--- config.mk ---
export PLATFORM = sky130hd
export DESIGN_NAME = irta_rate_table_access
export DESIGN_NICKNAME = d
export VERILOG_FILES = /design/src/irta_pkg.sv /design/src/irta_tbl_if.sv /design/src/irta_rate_table_access.sv /design/src/irta_table_store.sv
export SDC_FILE = /design/constraint.sdc
export NUM_CORES = 2
export LEC_CHECK = 0
export BUFFER_PORTS_ARGS = -buffer_cell sky130_fd_sc_hd__buf_4
export CAP_MARGIN = 20
export CORE_UTILIZATION = 39
export DETAILED_ROUTE_END_ITERATION = 10
export GPL_TIMING_DRIVEN = 0
export PLACE_DENSITY = 0.64
export SYNTH_ARGS = -nofsm -noshare
export SYNTH_HDL_FRONTEND = slang
export SYNTH_SLANG_ARGS = --single-unit
export TNS_END_PERCENT = 30
--- constraint.sdc ---
create_clock -name aclk -period 6.3 [get_ports aclk]
set_input_delay 0.315 -clock aclk [delete_from_list [all_inputs] [get_ports aclk]]
set_output_delay 0.315 -clock aclk [all_outputs]
set_load 0.02 [all_outputs]
--- src/irta_pkg.sv ---
// Shared constants for the ingress rate table access block.
package irta_pkg;

    // Printed register numbers are word indices; byte address is four times the index.
    localparam logic [15:0] CFG_IDX    = 16'h184A;
    localparam logic [15:0] CMD_IDX    = 16'h184B;
    localparam logic [15:0] STS_IDX    = 16'h184C;
    localparam logic [15:0] WRVAL_IDX  = 16'h184D;
    localparam logic [15:0] RDVAL_IDX  = 16'h184E;
    localparam logic [15:0] CFG_ADDR   = 16'(CFG_IDX * 4);
    localparam logic [15:0] CMD_ADDR   = 16'(CMD_IDX * 4);
    localparam logic [15:0] STS_ADDR   = 16'(STS_IDX * 4);
    localparam logic [15:0] WRVAL_ADDR = 16'(WRVAL_IDX * 4);
    localparam logic [15:0] RDVAL_ADDR = 16'(RDVAL_IDX * 4);

    // Command register fields.
    localparam int CMD_DIR_BIT  = 7;
    localparam int CMD_TYPE_HI  = 6;
    localparam int CMD_TYPE_LO  = 5;
    localparam int CMD_INDEX_HI = 4;
    localparam int CMD_INDEX_LO = 0;
    localparam logic [7:0] CMD_RESET = 8'h00;

    // Entry type encodings.
    localparam logic [1:0] TYPE_RSVD = 2'b00;
    localparam logic [1:0] TYPE_CIR  = 2'b01;
    localparam logic [1:0] TYPE_CBS  = 2'b10;
    localparam logic [1:0] TYPE_EBS  = 2'b11;

    // Metering config fields and mode encodings.
    localparam int CFG_EN_BIT  = 0;
    localparam int CFG_MODE_HI = 2;
    localparam int CFG_MODE_LO = 1;
    localparam logic [1:0] MODE_PORT_PRIO = 2'b00;
    localparam logic [1:0] MODE_PORT_ONLY = 2'b01;
    localparam logic [1:0] MODE_PRIO_ONLY = 2'b10;

    // Table layout: committed rate entries first, then the two burst sizes.
    localparam int          NUM_CIR   = 24;
    localparam int          NUM_SLOTS = 26;
    localparam logic [4:0]  SLOT_CBS  = 5'd24;
    localparam logic [4:0]  SLOT_EBS  = 5'd25;
    localparam logic [4:0]  PORT_STRIDE = 5'd8;
    localparam logic [15:0] CIR_RESET = 16'h0014;
    localparam logic [15:0] CBS_RESET = 16'h0600;
    localparam logic [15:0] EBS_RESET = 16'h0600;
    localparam logic [15:0] WRVAL_RESET = 16'h0000;

    // Byte time is (entry + 1) units of 20 ns.
    localparam int BYTE_UNIT_NS    = 20;
    localparam int CLK_PERIOD_NS   = 10;
    localparam int CYCLES_PER_UNIT = BYTE_UNIT_NS / CLK_PERIOD_NS;

    // AXI responses.
    localparam logic [1:0] RESP_OKAY   = 2'b00;
    localparam logic [1:0] RESP_SLVERR = 2'b10;

endpackage

--- src/irta_tbl_if.sv ---
`timescale 1ns/10ps
`default_nettype none
// Carrier between the register front end and the table store.
interface irta_tbl_if;
    logic        req;
    logic        write;
    logic [4:0]  slot;
    logic        slot_ok;
    logic [15:0] wdata;
    logic        done;
    logic [15:0] rdata;
    logic [4:0]  lookup_idx;
    logic [15:0] lookup_rate;
    logic [15:0] cbs;
    logic [15:0] ebs;

    modport front (output req, write, slot, slot_ok, wdata, lookup_idx,
                   input done, rdata, lookup_rate, cbs, ebs);
    modport store (input req, write, slot, slot_ok, wdata, lookup_idx,
                   output done, rdata, lookup_rate, cbs, ebs);
endinterface
`default_nettype wire

--- src/irta_rate_table_access.sv ---
// Contract
// - Command register write launches the table access.
// - Command bit 7: one reads, zero writes.
// - Bits 6:5 select rate, committed, excess burst.
// - Bits 4:0 index one of 24 rate entries.
// - Port-and-priority mode: eight entries per port.
// - Port-only mode: entry index equals port number.
// - Priority-only mode: entry index equals priority.
// - Table holds 24 rates plus two bursts, 16-bit.
// - Excess burst limit resets to 0600h.
// - Committed burst limit resets to 0600h.
// - Excess buckets start at the default burst value.
// - Byte time is (entry plus one) times 20 ns.
// - Pending flag holds during access, clears after.
// - Write value bits 15:0 stored on write command.
// - Read value shows entry of latest read command.
// - Mode 00 port+prio, 01 port, 10 prio.
`timescale 1ns/10ps
`default_nettype none
module irta_rate_table_access (
    input  wire logic        aclk,
    input  wire logic        aresetn,
    input  wire logic [15:0] s_axi_awaddr,
    input  wire logic        s_axi_awvalid,
    output logic             s_axi_awready,
    input  wire logic [31:0] s_axi_wdata,
    input  wire logic [3:0]  s_axi_wstrb,
    input  wire logic        s_axi_wvalid,
    output logic             s_axi_wready,
    output logic [1:0]       s_axi_bresp,
    output logic             s_axi_bvalid,
    input  wire logic        s_axi_bready,
    input  wire logic [15:0] s_axi_araddr,
    input  wire logic        s_axi_arvalid,
    output logic             s_axi_arready,
    output logic [31:0]      s_axi_rdata,
    output logic [1:0]       s_axi_rresp,
    output logic             s_axi_rvalid,
    input  wire logic        s_axi_rready,
    input  wire logic [1:0]  lookup_port,
    input  wire logic [4:0]  lookup_prio,
    output logic             meter_enable,
    output logic [1:0]       metering_mode,
    output logic [15:0]      committed_rate_value,
    output logic [17:0]      byte_time_cycles,
    output logic [15:0]      committed_burst_limit,
    output logic [15:0]      excess_burst_limit,
    output logic [15:0]      excess_bucket_init
);
    irta_tbl_if tbl ();

    irta_table_store u_store (
        .aclk    (aclk),
        .aresetn (aresetn),
        .tbl     (tbl)
    );

    // Bus slave state.
    logic        aw_full_q, aw_full_d;
    logic        w_full_q, w_full_d;
    logic [15:0] awaddr_q, awaddr_d;
    logic [31:0] wdata_q, wdata_d;
    logic [3:0]  wstrb_q, wstrb_d;
    logic        awready_q, awready_d;
    logic        wready_q, wready_d;
    logic        bvalid_q, bvalid_d;
    logic [1:0]  bresp_q, bresp_d;
    logic        arready_q, arready_d;
    logic        rvalid_q, rvalid_d;
    logic [31:0] rdata_q, rdata_d;
    logic [1:0]  rresp_q, rresp_d;
    // Register state.
    logic [2:0]  cfg_q, cfg_d;
    logic [7:0]  cmd_q, cmd_d;
    logic        pend_q, pend_d;
    logic [15:0] wrval_q, wrval_d;
    logic [15:0] rdval_q, rdval_d;
    logic        req_q, req_d;
    logic        dir_q, dir_d;
    logic [4:0]  slot_q, slot_d;
    logic        slot_ok_q, slot_ok_d;
    // Lookup pipeline state.
    logic [4:0]  look_idx_q, look_idx_d;
    logic [15:0] rate_q, rate_d;
    logic [17:0] btime_q, btime_d;
    logic [15:0] cbs_q, cbs_d;
    logic [15:0] ebs_q, ebs_d;
    logic        do_write;
    logic [31:0] rd_word;
    logic        rd_hit;

    // Byte lanes merge the incoming word over the current register contents.
    function automatic logic [31:0] lane_merge(input logic [31:0] old_v,
                                               input logic [31:0] new_v,
                                               input logic [3:0]  strb);
        logic [31:0] res;
        res = old_v;
        for (int i = 0; i < 4; i++) begin
            if (strb[i]) begin
                res[i*8 +: 8] = new_v[i*8 +: 8];
            end
        end
        return res;
    endfunction

    // Read decode; unmapped addresses answer with an error and zero data.
    always_comb begin
        rd_hit  = 1'b1;
        rd_word = 32'h0000_0000;
        unique case (s_axi_araddr)
            irta_pkg::CFG_ADDR:   rd_word = {29'h0000_0000, cfg_q};
            irta_pkg::CMD_ADDR:   rd_word = {24'h00_0000, cmd_q};
            irta_pkg::STS_ADDR:   rd_word = {31'h0000_0000, pend_q};
            irta_pkg::WRVAL_ADDR: rd_word = {16'h0000, wrval_q};
            irta_pkg::RDVAL_ADDR: rd_word = {16'h0000, rdval_q};
            default:              rd_hit  = 1'b0;
        endcase
    end

    // Write channels are taken in either order and held until both are present.
    always_comb begin
        aw_full_d = aw_full_q;
        w_full_d  = w_full_q;
        awaddr_d  = awaddr_q;
        wdata_d   = wdata_q;
        wstrb_d   = wstrb_q;
        bvalid_d  = bvalid_q;
        bresp_d   = bresp_q;
        do_write  = 1'b0;
        if (s_axi_awvalid && awready_q) begin
            aw_full_d = 1'b1;
            awaddr_d  = s_axi_awaddr;
        end
        if (s_axi_wvalid && wready_q) begin
            w_full_d = 1'b1;
            wdata_d  = s_axi_wdata;
            wstrb_d  = s_axi_wstrb;
        end
        if (bvalid_q && s_axi_bready) begin
            bvalid_d = 1'b0;
        end
        if (aw_full_q && w_full_q && !bvalid_q) begin
            do_write  = 1'b1;
            aw_full_d = 1'b0;
            w_full_d  = 1'b0;
            bvalid_d  = 1'b1;
            unique case (awaddr_q)
                irta_pkg::CFG_ADDR, irta_pkg::CMD_ADDR, irta_pkg::STS_ADDR,
                irta_pkg::WRVAL_ADDR, irta_pkg::RDVAL_ADDR: bresp_d = irta_pkg::RESP_OKAY;
                default: bresp_d = irta_pkg::RESP_SLVERR;
            endcase
        end
        // Readies drop while a channel is held so one write at a time is in flight.
        awready_d = !aw_full_d && !bvalid_d;
        wready_d  = !w_full_d && !bvalid_d;
    end

    // Read channel answers one cycle after the address is taken.
    always_comb begin
        rvalid_d = rvalid_q;
        rdata_d  = rdata_q;
        rresp_d  = rresp_q;
        if (rvalid_q && s_axi_rready) begin
            rvalid_d = 1'b0;
        end
        if (s_axi_arvalid && arready_q) begin
            rvalid_d = 1'b1;
            rdata_d  = rd_word;
            rresp_d  = rd_hit ? irta_pkg::RESP_OKAY : irta_pkg::RESP_SLVERR;
        end
        arready_d = !rvalid_d;
    end

    // Register writes and command launch.
    always_comb begin
        cfg_d     = cfg_q;
        cmd_d     = cmd_q;
        pend_d    = pend_q;
        wrval_d   = wrval_q;
        rdval_d   = rdval_q;
        req_d     = 1'b0;
        dir_d     = dir_q;
        slot_d    = slot_q;
        slot_ok_d = slot_ok_q;
        // A finished access clears pending; a read also latches its result.
        if (tbl.done) begin
            pend_d = 1'b0;
            if (dir_q) begin
                rdval_d = tbl.rdata;
            end
        end
        if (do_write) begin
            unique case (awaddr_q)
                irta_pkg::CFG_ADDR: begin
                    cfg_d = 3'(lane_merge({29'h0000_0000, cfg_q}, wdata_q, wstrb_q));
                end
                irta_pkg::WRVAL_ADDR: begin
                    wrval_d = 16'(lane_merge({16'h0000, wrval_q}, wdata_q, wstrb_q));
                end
                irta_pkg::CMD_ADDR: begin
                    // Busy writes are dropped so the running access is not corrupted.
                    if (!pend_q) begin
                        cmd_d  = 8'(lane_merge({24'h00_0000, cmd_q}, wdata_q, wstrb_q));
                        pend_d = 1'b1;
                        req_d  = 1'b1;
                        dir_d  = cmd_d[irta_pkg::CMD_DIR_BIT];
                        slot_ok_d = 1'b1;
                        slot_d = cmd_d[irta_pkg::CMD_INDEX_HI:irta_pkg::CMD_INDEX_LO];
                        unique case (cmd_d[irta_pkg::CMD_TYPE_HI:irta_pkg::CMD_TYPE_LO])
                            irta_pkg::TYPE_CIR: begin
                                slot_ok_d = slot_d < 5'(irta_pkg::NUM_CIR);
                            end
                            irta_pkg::TYPE_CBS: slot_d = irta_pkg::SLOT_CBS;
                            irta_pkg::TYPE_EBS: slot_d = irta_pkg::SLOT_EBS;
                            irta_pkg::TYPE_RSVD: slot_ok_d = 1'b0;
                        endcase
                    end
                end
                default: begin
                    cfg_d = cfg_q;
                end
            endcase
        end
    end

    // Rate entry chosen per metering mode from the packet's port and priority.
    always_comb begin
        unique case (cfg_q[irta_pkg::CFG_MODE_HI:irta_pkg::CFG_MODE_LO])
            irta_pkg::MODE_PORT_PRIO: begin
                look_idx_d = 5'(lookup_port * irta_pkg::PORT_STRIDE) + {2'b00, lookup_prio[2:0]};
            end
            irta_pkg::MODE_PORT_ONLY: look_idx_d = {3'b000, lookup_port};
            irta_pkg::MODE_PRIO_ONLY: look_idx_d = lookup_prio;
            default:                  look_idx_d = look_idx_q;
        endcase
        rate_d  = tbl.lookup_rate;
        // Each unit of 20 ns is two clock cycles at the 100 MHz rate.
        btime_d = 18'(({2'b00, tbl.lookup_rate} + 18'd1) * 18'(irta_pkg::CYCLES_PER_UNIT));
        cbs_d   = tbl.cbs;
        ebs_d   = tbl.ebs;
    end

    // All state registers.
    always_ff @(posedge aclk) begin
        if (!aresetn) begin
            aw_full_q  <= 1'b0;
            w_full_q   <= 1'b0;
            awaddr_q   <= 16'h0000;
            wdata_q    <= 32'h0000_0000;
            wstrb_q    <= 4'h0;
            awready_q  <= 1'b0;
            wready_q   <= 1'b0;
            bvalid_q   <= 1'b0;
            bresp_q    <= irta_pkg::RESP_OKAY;
            arready_q  <= 1'b0;
            rvalid_q   <= 1'b0;
            rdata_q    <= 32'h0000_0000;
            rresp_q    <= irta_pkg::RESP_OKAY;
            cfg_q      <= 3'h0;
            cmd_q      <= irta_pkg::CMD_RESET;
            pend_q     <= 1'b0;
            wrval_q    <= irta_pkg::WRVAL_RESET;
            rdval_q    <= 16'h0000;
            req_q      <= 1'b0;
            dir_q      <= 1'b0;
            slot_q     <= 5'h00;
            slot_ok_q  <= 1'b0;
            look_idx_q <= 5'h00;
            rate_q     <= irta_pkg::CIR_RESET;
            btime_q    <= 18'h0_0000;
            cbs_q      <= irta_pkg::CBS_RESET;
            ebs_q      <= irta_pkg::EBS_RESET;
        end else begin
            aw_full_q  <= aw_full_d;
            w_full_q   <= w_full_d;
            awaddr_q   <= awaddr_d;
            wdata_q    <= wdata_d;
            wstrb_q    <= wstrb_d;
            awready_q  <= awready_d;
            wready_q   <= wready_d;
            bvalid_q   <= bvalid_d;
            bresp_q    <= bresp_d;
            arready_q  <= arready_d;
            rvalid_q   <= rvalid_d;
            rdata_q    <= rdata_d;
            rresp_q    <= rresp_d;
            cfg_q      <= cfg_d;
            cmd_q      <= cmd_d;
            pend_q     <= pend_d;
            wrval_q    <= wrval_d;
            rdval_q    <= rdval_d;
            req_q      <= req_d;
            dir_q      <= dir_d;
            slot_q     <= slot_d;
            slot_ok_q  <= slot_ok_d;
            look_idx_q <= look_idx_d;
            rate_q     <= rate_d;
            btime_q    <= btime_d;
            cbs_q      <= cbs_d;
            ebs_q      <= ebs_d;
        end
    end

    assign tbl.req        = req_q;
    assign tbl.write      = !dir_q;
    assign tbl.slot       = slot_q;
    assign tbl.slot_ok    = slot_ok_q;
    assign tbl.wdata      = wrval_q;
    assign tbl.lookup_idx = look_idx_q;

    // Outputs, each straight from a flip-flop except excess_bucket_init, which is the constant EBS_RESET.
    assign s_axi_awready         = awready_q;
    assign s_axi_wready          = wready_q;
    assign s_axi_bvalid          = bvalid_q;
    assign s_axi_bresp           = bresp_q;
    assign s_axi_arready         = arready_q;
    assign s_axi_rvalid          = rvalid_q;
    assign s_axi_rdata           = rdata_q;
    assign s_axi_rresp           = rresp_q;
    assign meter_enable          = cfg_q[irta_pkg::CFG_EN_BIT];
    assign metering_mode         = cfg_q[irta_pkg::CFG_MODE_HI:irta_pkg::CFG_MODE_LO];
    assign committed_rate_value  = rate_q;
    assign byte_time_cycles      = btime_q;
    assign committed_burst_limit = cbs_q;
    assign excess_burst_limit    = ebs_q;
    assign excess_bucket_init    = irta_pkg::EBS_RESET;
endmodule
`default_nettype wire

--- src/irta_table_store.sv ---
`timescale 1ns/10ps
`default_nettype none
// Holds the 24 committed rate entries and both burst sizes.
module irta_table_store (
    input  wire logic aclk,
    input  wire logic aresetn,
    irta_tbl_if.store tbl
);
    logic [15:0] mem_q [irta_pkg::NUM_SLOTS];
    logic [15:0] mem_d [irta_pkg::NUM_SLOTS];
    logic        done_q;
    logic        done_d;
    logic [15:0] rdata_q;
    logic [15:0] rdata_d;
    logic [15:0] look_q;
    logic [15:0] look_d;

    // Access one slot per request; invalid slots complete without a write and read as zero.
    always_comb begin
        mem_d   = mem_q;
        done_d  = tbl.req;
        rdata_d = rdata_q;
        if (tbl.req) begin
            if (!tbl.slot_ok) begin
                rdata_d = 16'h0000;
            end else if (tbl.write) begin
                mem_d[tbl.slot] = tbl.wdata;
            end else begin
                rdata_d = mem_q[tbl.slot];
            end
        end
        // Lookup index beyond the table is undefined by software contract.
        if (tbl.lookup_idx < 5'(irta_pkg::NUM_CIR)) begin
            look_d = mem_q[tbl.lookup_idx];
        end else begin
            look_d = 16'h0000;
        end
    end

    // Entries come out of reset at their documented defaults.
    always_ff @(posedge aclk) begin
        if (!aresetn) begin
            for (int i = 0; i < irta_pkg::NUM_CIR; i++) begin
                mem_q[i] <= irta_pkg::CIR_RESET;
            end
            mem_q[irta_pkg::SLOT_CBS] <= irta_pkg::CBS_RESET;
            mem_q[irta_pkg::SLOT_EBS] <= irta_pkg::EBS_RESET;
            done_q  <= 1'b0;
            rdata_q <= 16'h0000;
            look_q  <= 16'h0000;
        end else begin
            mem_q   <= mem_d;
            done_q  <= done_d;
            rdata_q <= rdata_d;
            look_q  <= look_d;
        end
    end

    assign tbl.done        = done_q;
    assign tbl.rdata       = rdata_q;
    assign tbl.lookup_rate = look_q;
    assign tbl.cbs         = mem_q[irta_pkg::SLOT_CBS];
    assign tbl.ebs         = mem_q[irta_pkg::SLOT_EBS];
endmodule
`default_nettype wire

==> reports/metrics.cfg <==
[global_routing]
grt_pass1_vias = 25100
grt_max_degree = 14
grt_pass1_wl_mm = 191
gr-usage-all-layers = 0.346
grt_overflow = 0
antenna_found_initial = 9

[yosys]
yosys.area.top_type_share = 0.413
yosys_warnings = 0
synth_area_leaders = dfxtp_1 (41%), mux4_2 (13%), mux2i_1 (9.4%), a21boi_0 (6.4%), nand2_1 (5.2%)
synth_cell_type_count = 61
synth_area_per_cell_um2 = 10.0
synth_area_um2 = 30500
synth_seq_cells = 629
synth_edf_count = 0
synth_seq_area_share = 0.413
synth_cells = 3040
synthArstFlopShare = 0
ys.flop_type = dfxtp_1
synth.largest_area_cell = dfxtp_1

[floorplan]
die_width_um = 281
io_pins = 208
core_area_um2 = 77300
start_util = 0.394
rows = 102
dieHeight_um = 281
die_area_um2 = 79200

[final_layout]
drive_gt1_frac = 0.186
syn_to_final_growth_pct = 18.9
fin_nets = 3446
final_cell_mix = dfxtp_1 (629), nand2_1 (423), mux2i_1 (287), a21boi_0 (259), nand3_1 (214)
mostFrequentLayoutCell = dfxtp_1
instances_no_fill = 4457

[route]
drtPass1Iterations = 8
vias_per_cell = 6.04
route.detailed.drc = 0
wl_met2_mm = 58.9
drt-met1-wl_mm = 53.3
ant_nets = 0
drtIter0Drc = 3608
topRoutingLayerUsed = met5
wire_per_inst_um = 31.1
vias = 26900
dr_wl_met3_mm = 16.5
drt_wl_total_mm = 139

[critical_path]
crit_end = u_store.tbl.lookup_rate[10]
worstPathMaxFanout = 10
r2r-start = look_idx_q[1]
critical_path_class = reg2reg
setup.worst_path.start_class = register
worst_ep_required_time_ns = 6.82
reg2reg_slack_ns = 2.60
startpoint = look_idx_q[1]
reg2reg_to = u_store.tbl.lookup_rate[10]
reg2regPathDepth = 6
crit_arrival_ns = 4.22
end_kind = register

[timing]
worst_pin_slew_ns = 1.27
max_freq_mhz = 270
slew-limit-headroom = 0.152
finalSetupViolations = 0
min_period_ns = 3.70
drv_slew = 0
hold_viol = 0
skew_ns = 0.0394
tns_ns = 0
rsz0062_at_grt = false
min_period_over_period = 0.587

[pwr]
total_leakage_power_nw = 12.4
power_density_nw_per_um2 = 242
ir_drop_mv = 0.185

[run]
max_cap_violations = 0

[clock_tree]
clock-sinks = 629
post_cts_resized = 0
postCtsSetupBuffers = 0
clockRootBuffer = clkbuf_16
hold_buffers = 36
clk_pin_slew_ns = 0.06
clockBufferDepth = 3
clkLatencyLatePin_ns = 0.65
cts_tree = done
cts_buffers = 70
htreeDepth = 3

[place]
io_buffers = 152
globalplace.congestion = 1.05
place_inst = 4287
place_hpwl_mm = 102

[hold_path]
min_path_type = in2reg
hold-path-cell-count = 4

[status]
status = completed

through the flow:
step	hold WS [ns]	worst slack [ns]	instance area (um^2)	utilization	power [W]
finish	0.0998	2.60	36200	0.468	0.00877
floorplan	0.433	4.25	30600	-	0.00436
global route	0.126	2.80	36200	0.468	0.00893
global placement	0.453	2.88	33000	0.427	0.00454
detailed placement	0.459	2.89	33400	0.432	0.00454
CTS	0.0871	2.89	36100	0.467	0.00875
cells by family (layout without fill, tap and decap cells):
family / count (synthesis) / after routing / synth area share
compound gates: 541 / 541 / 0.126
xor+xnor: 13 / 13 / 0.00374
fa+ha+maj: 4 / 4 / 0.00164
mux: 482 / 482 / 0.232
simple gates: 1031 / 1031 / 0.171
flops: 629 / 629 / 0.413
buf+inv: 338 / 677 / 0.0515
other cells: 2 / 40 / 0.000247
worst max-delay path, cell delays in order (launching register included):
cell      delay [ns]
dfxtp_1         0.51
clkbuf_1        0.67
clkbuf_1        0.94
mux4_2          0.49
mux2i_1         0.35
o211ai_1        0.31
and3_1          0.29
synth_stat cells (all sizes together), types with 9 or more instances:
cell,n
a211oi,17
a21boi,265
a21oi,14
a22o,23
a22oi,41
and2,76
and3,21
buf,149
clkbuf,182
dfxtp,629
mux2,17
mux2i,287
mux4,178
nand2,423
nand2b,14
nand3,215
nor2,32
nor2b,204
nor3,9
o211ai,28
o21ai,91
o22ai,16
sequential cells by signal, summed over array words and instances (netlist names), 2 cells and up:
name,cells
u_store.mem_q,384
byte_time_cycles,17
awaddr_q,16
committed_burst_limit,16
committed_rate_value,16
excess_burst_limit,16
rdval_q,16
s_axi_rdata,16
tbl.wdata,16
u_store.tbl.cbs,16
u_store.tbl.ebs,16
u_store.tbl.lookup_rate,16
u_store.tbl.rdata,16
wdata_q,16
cmd_q,8
look_idx_q,5
slot_q,5
cfg_q,3
wstrb_q,2
where the power goes:
group | internal [W] | switching, W | leakage (nW)
combinational | 0.000178 | 0.000280 | 6.14
sequential | 0.00400 | 0.0000210 | 5.08
clock | 0.00245 | 0.00183 | 1.17
total | 0.00663 | 0.00214 | 12.4
routing by layer:
metal / global-route usage / vias to the layer above
li1: - / 11400
met1: 0.436 / 13300
met2: 0.506 / 1793
met3: 0.105 / 412
met4: 0.233 / 10
met5: 0.0104 / -
area by class of cell:
| cell class | instances | area, um^2 |
|---|---|---|
| Timing Repair Buffer | 215 | 1930 |
| Buffer | 331 | 1550 |
| Clock inverter | 19 | 275 |
| Fill cell | 7422 | 41100 |
| Antenna cell | 5 | 12.5 |
| Clock buffer | 105 | 2090 |
| Inverter | 7 | 26.3 |
| Multi-Input combinational cell | 2106 | 16400 |
| Tap cell | 1040 | 1300 |
| Sequential cell | 629 | 12600 |
worst min-delay path by stage:
stage                           to                  startpoint
6_report             look_idx_q[4]              lookup_prio[4]
5_1_grt              look_idx_q[4]              lookup_prio[4]
4_1_cts             s_axi_rdata[0]             s_axi_araddr[2]
3_5_place_dp           awaddr_q[8]                 awaddr_q[8]
3_3_place_gp           awaddr_q[0]                 awaddr_q[0]
2_1_floorplan  byte_time_cycles[1]  u_store.tbl.lookup_rate[0]
Note: power is estimated with default switching activity, not from simulation.
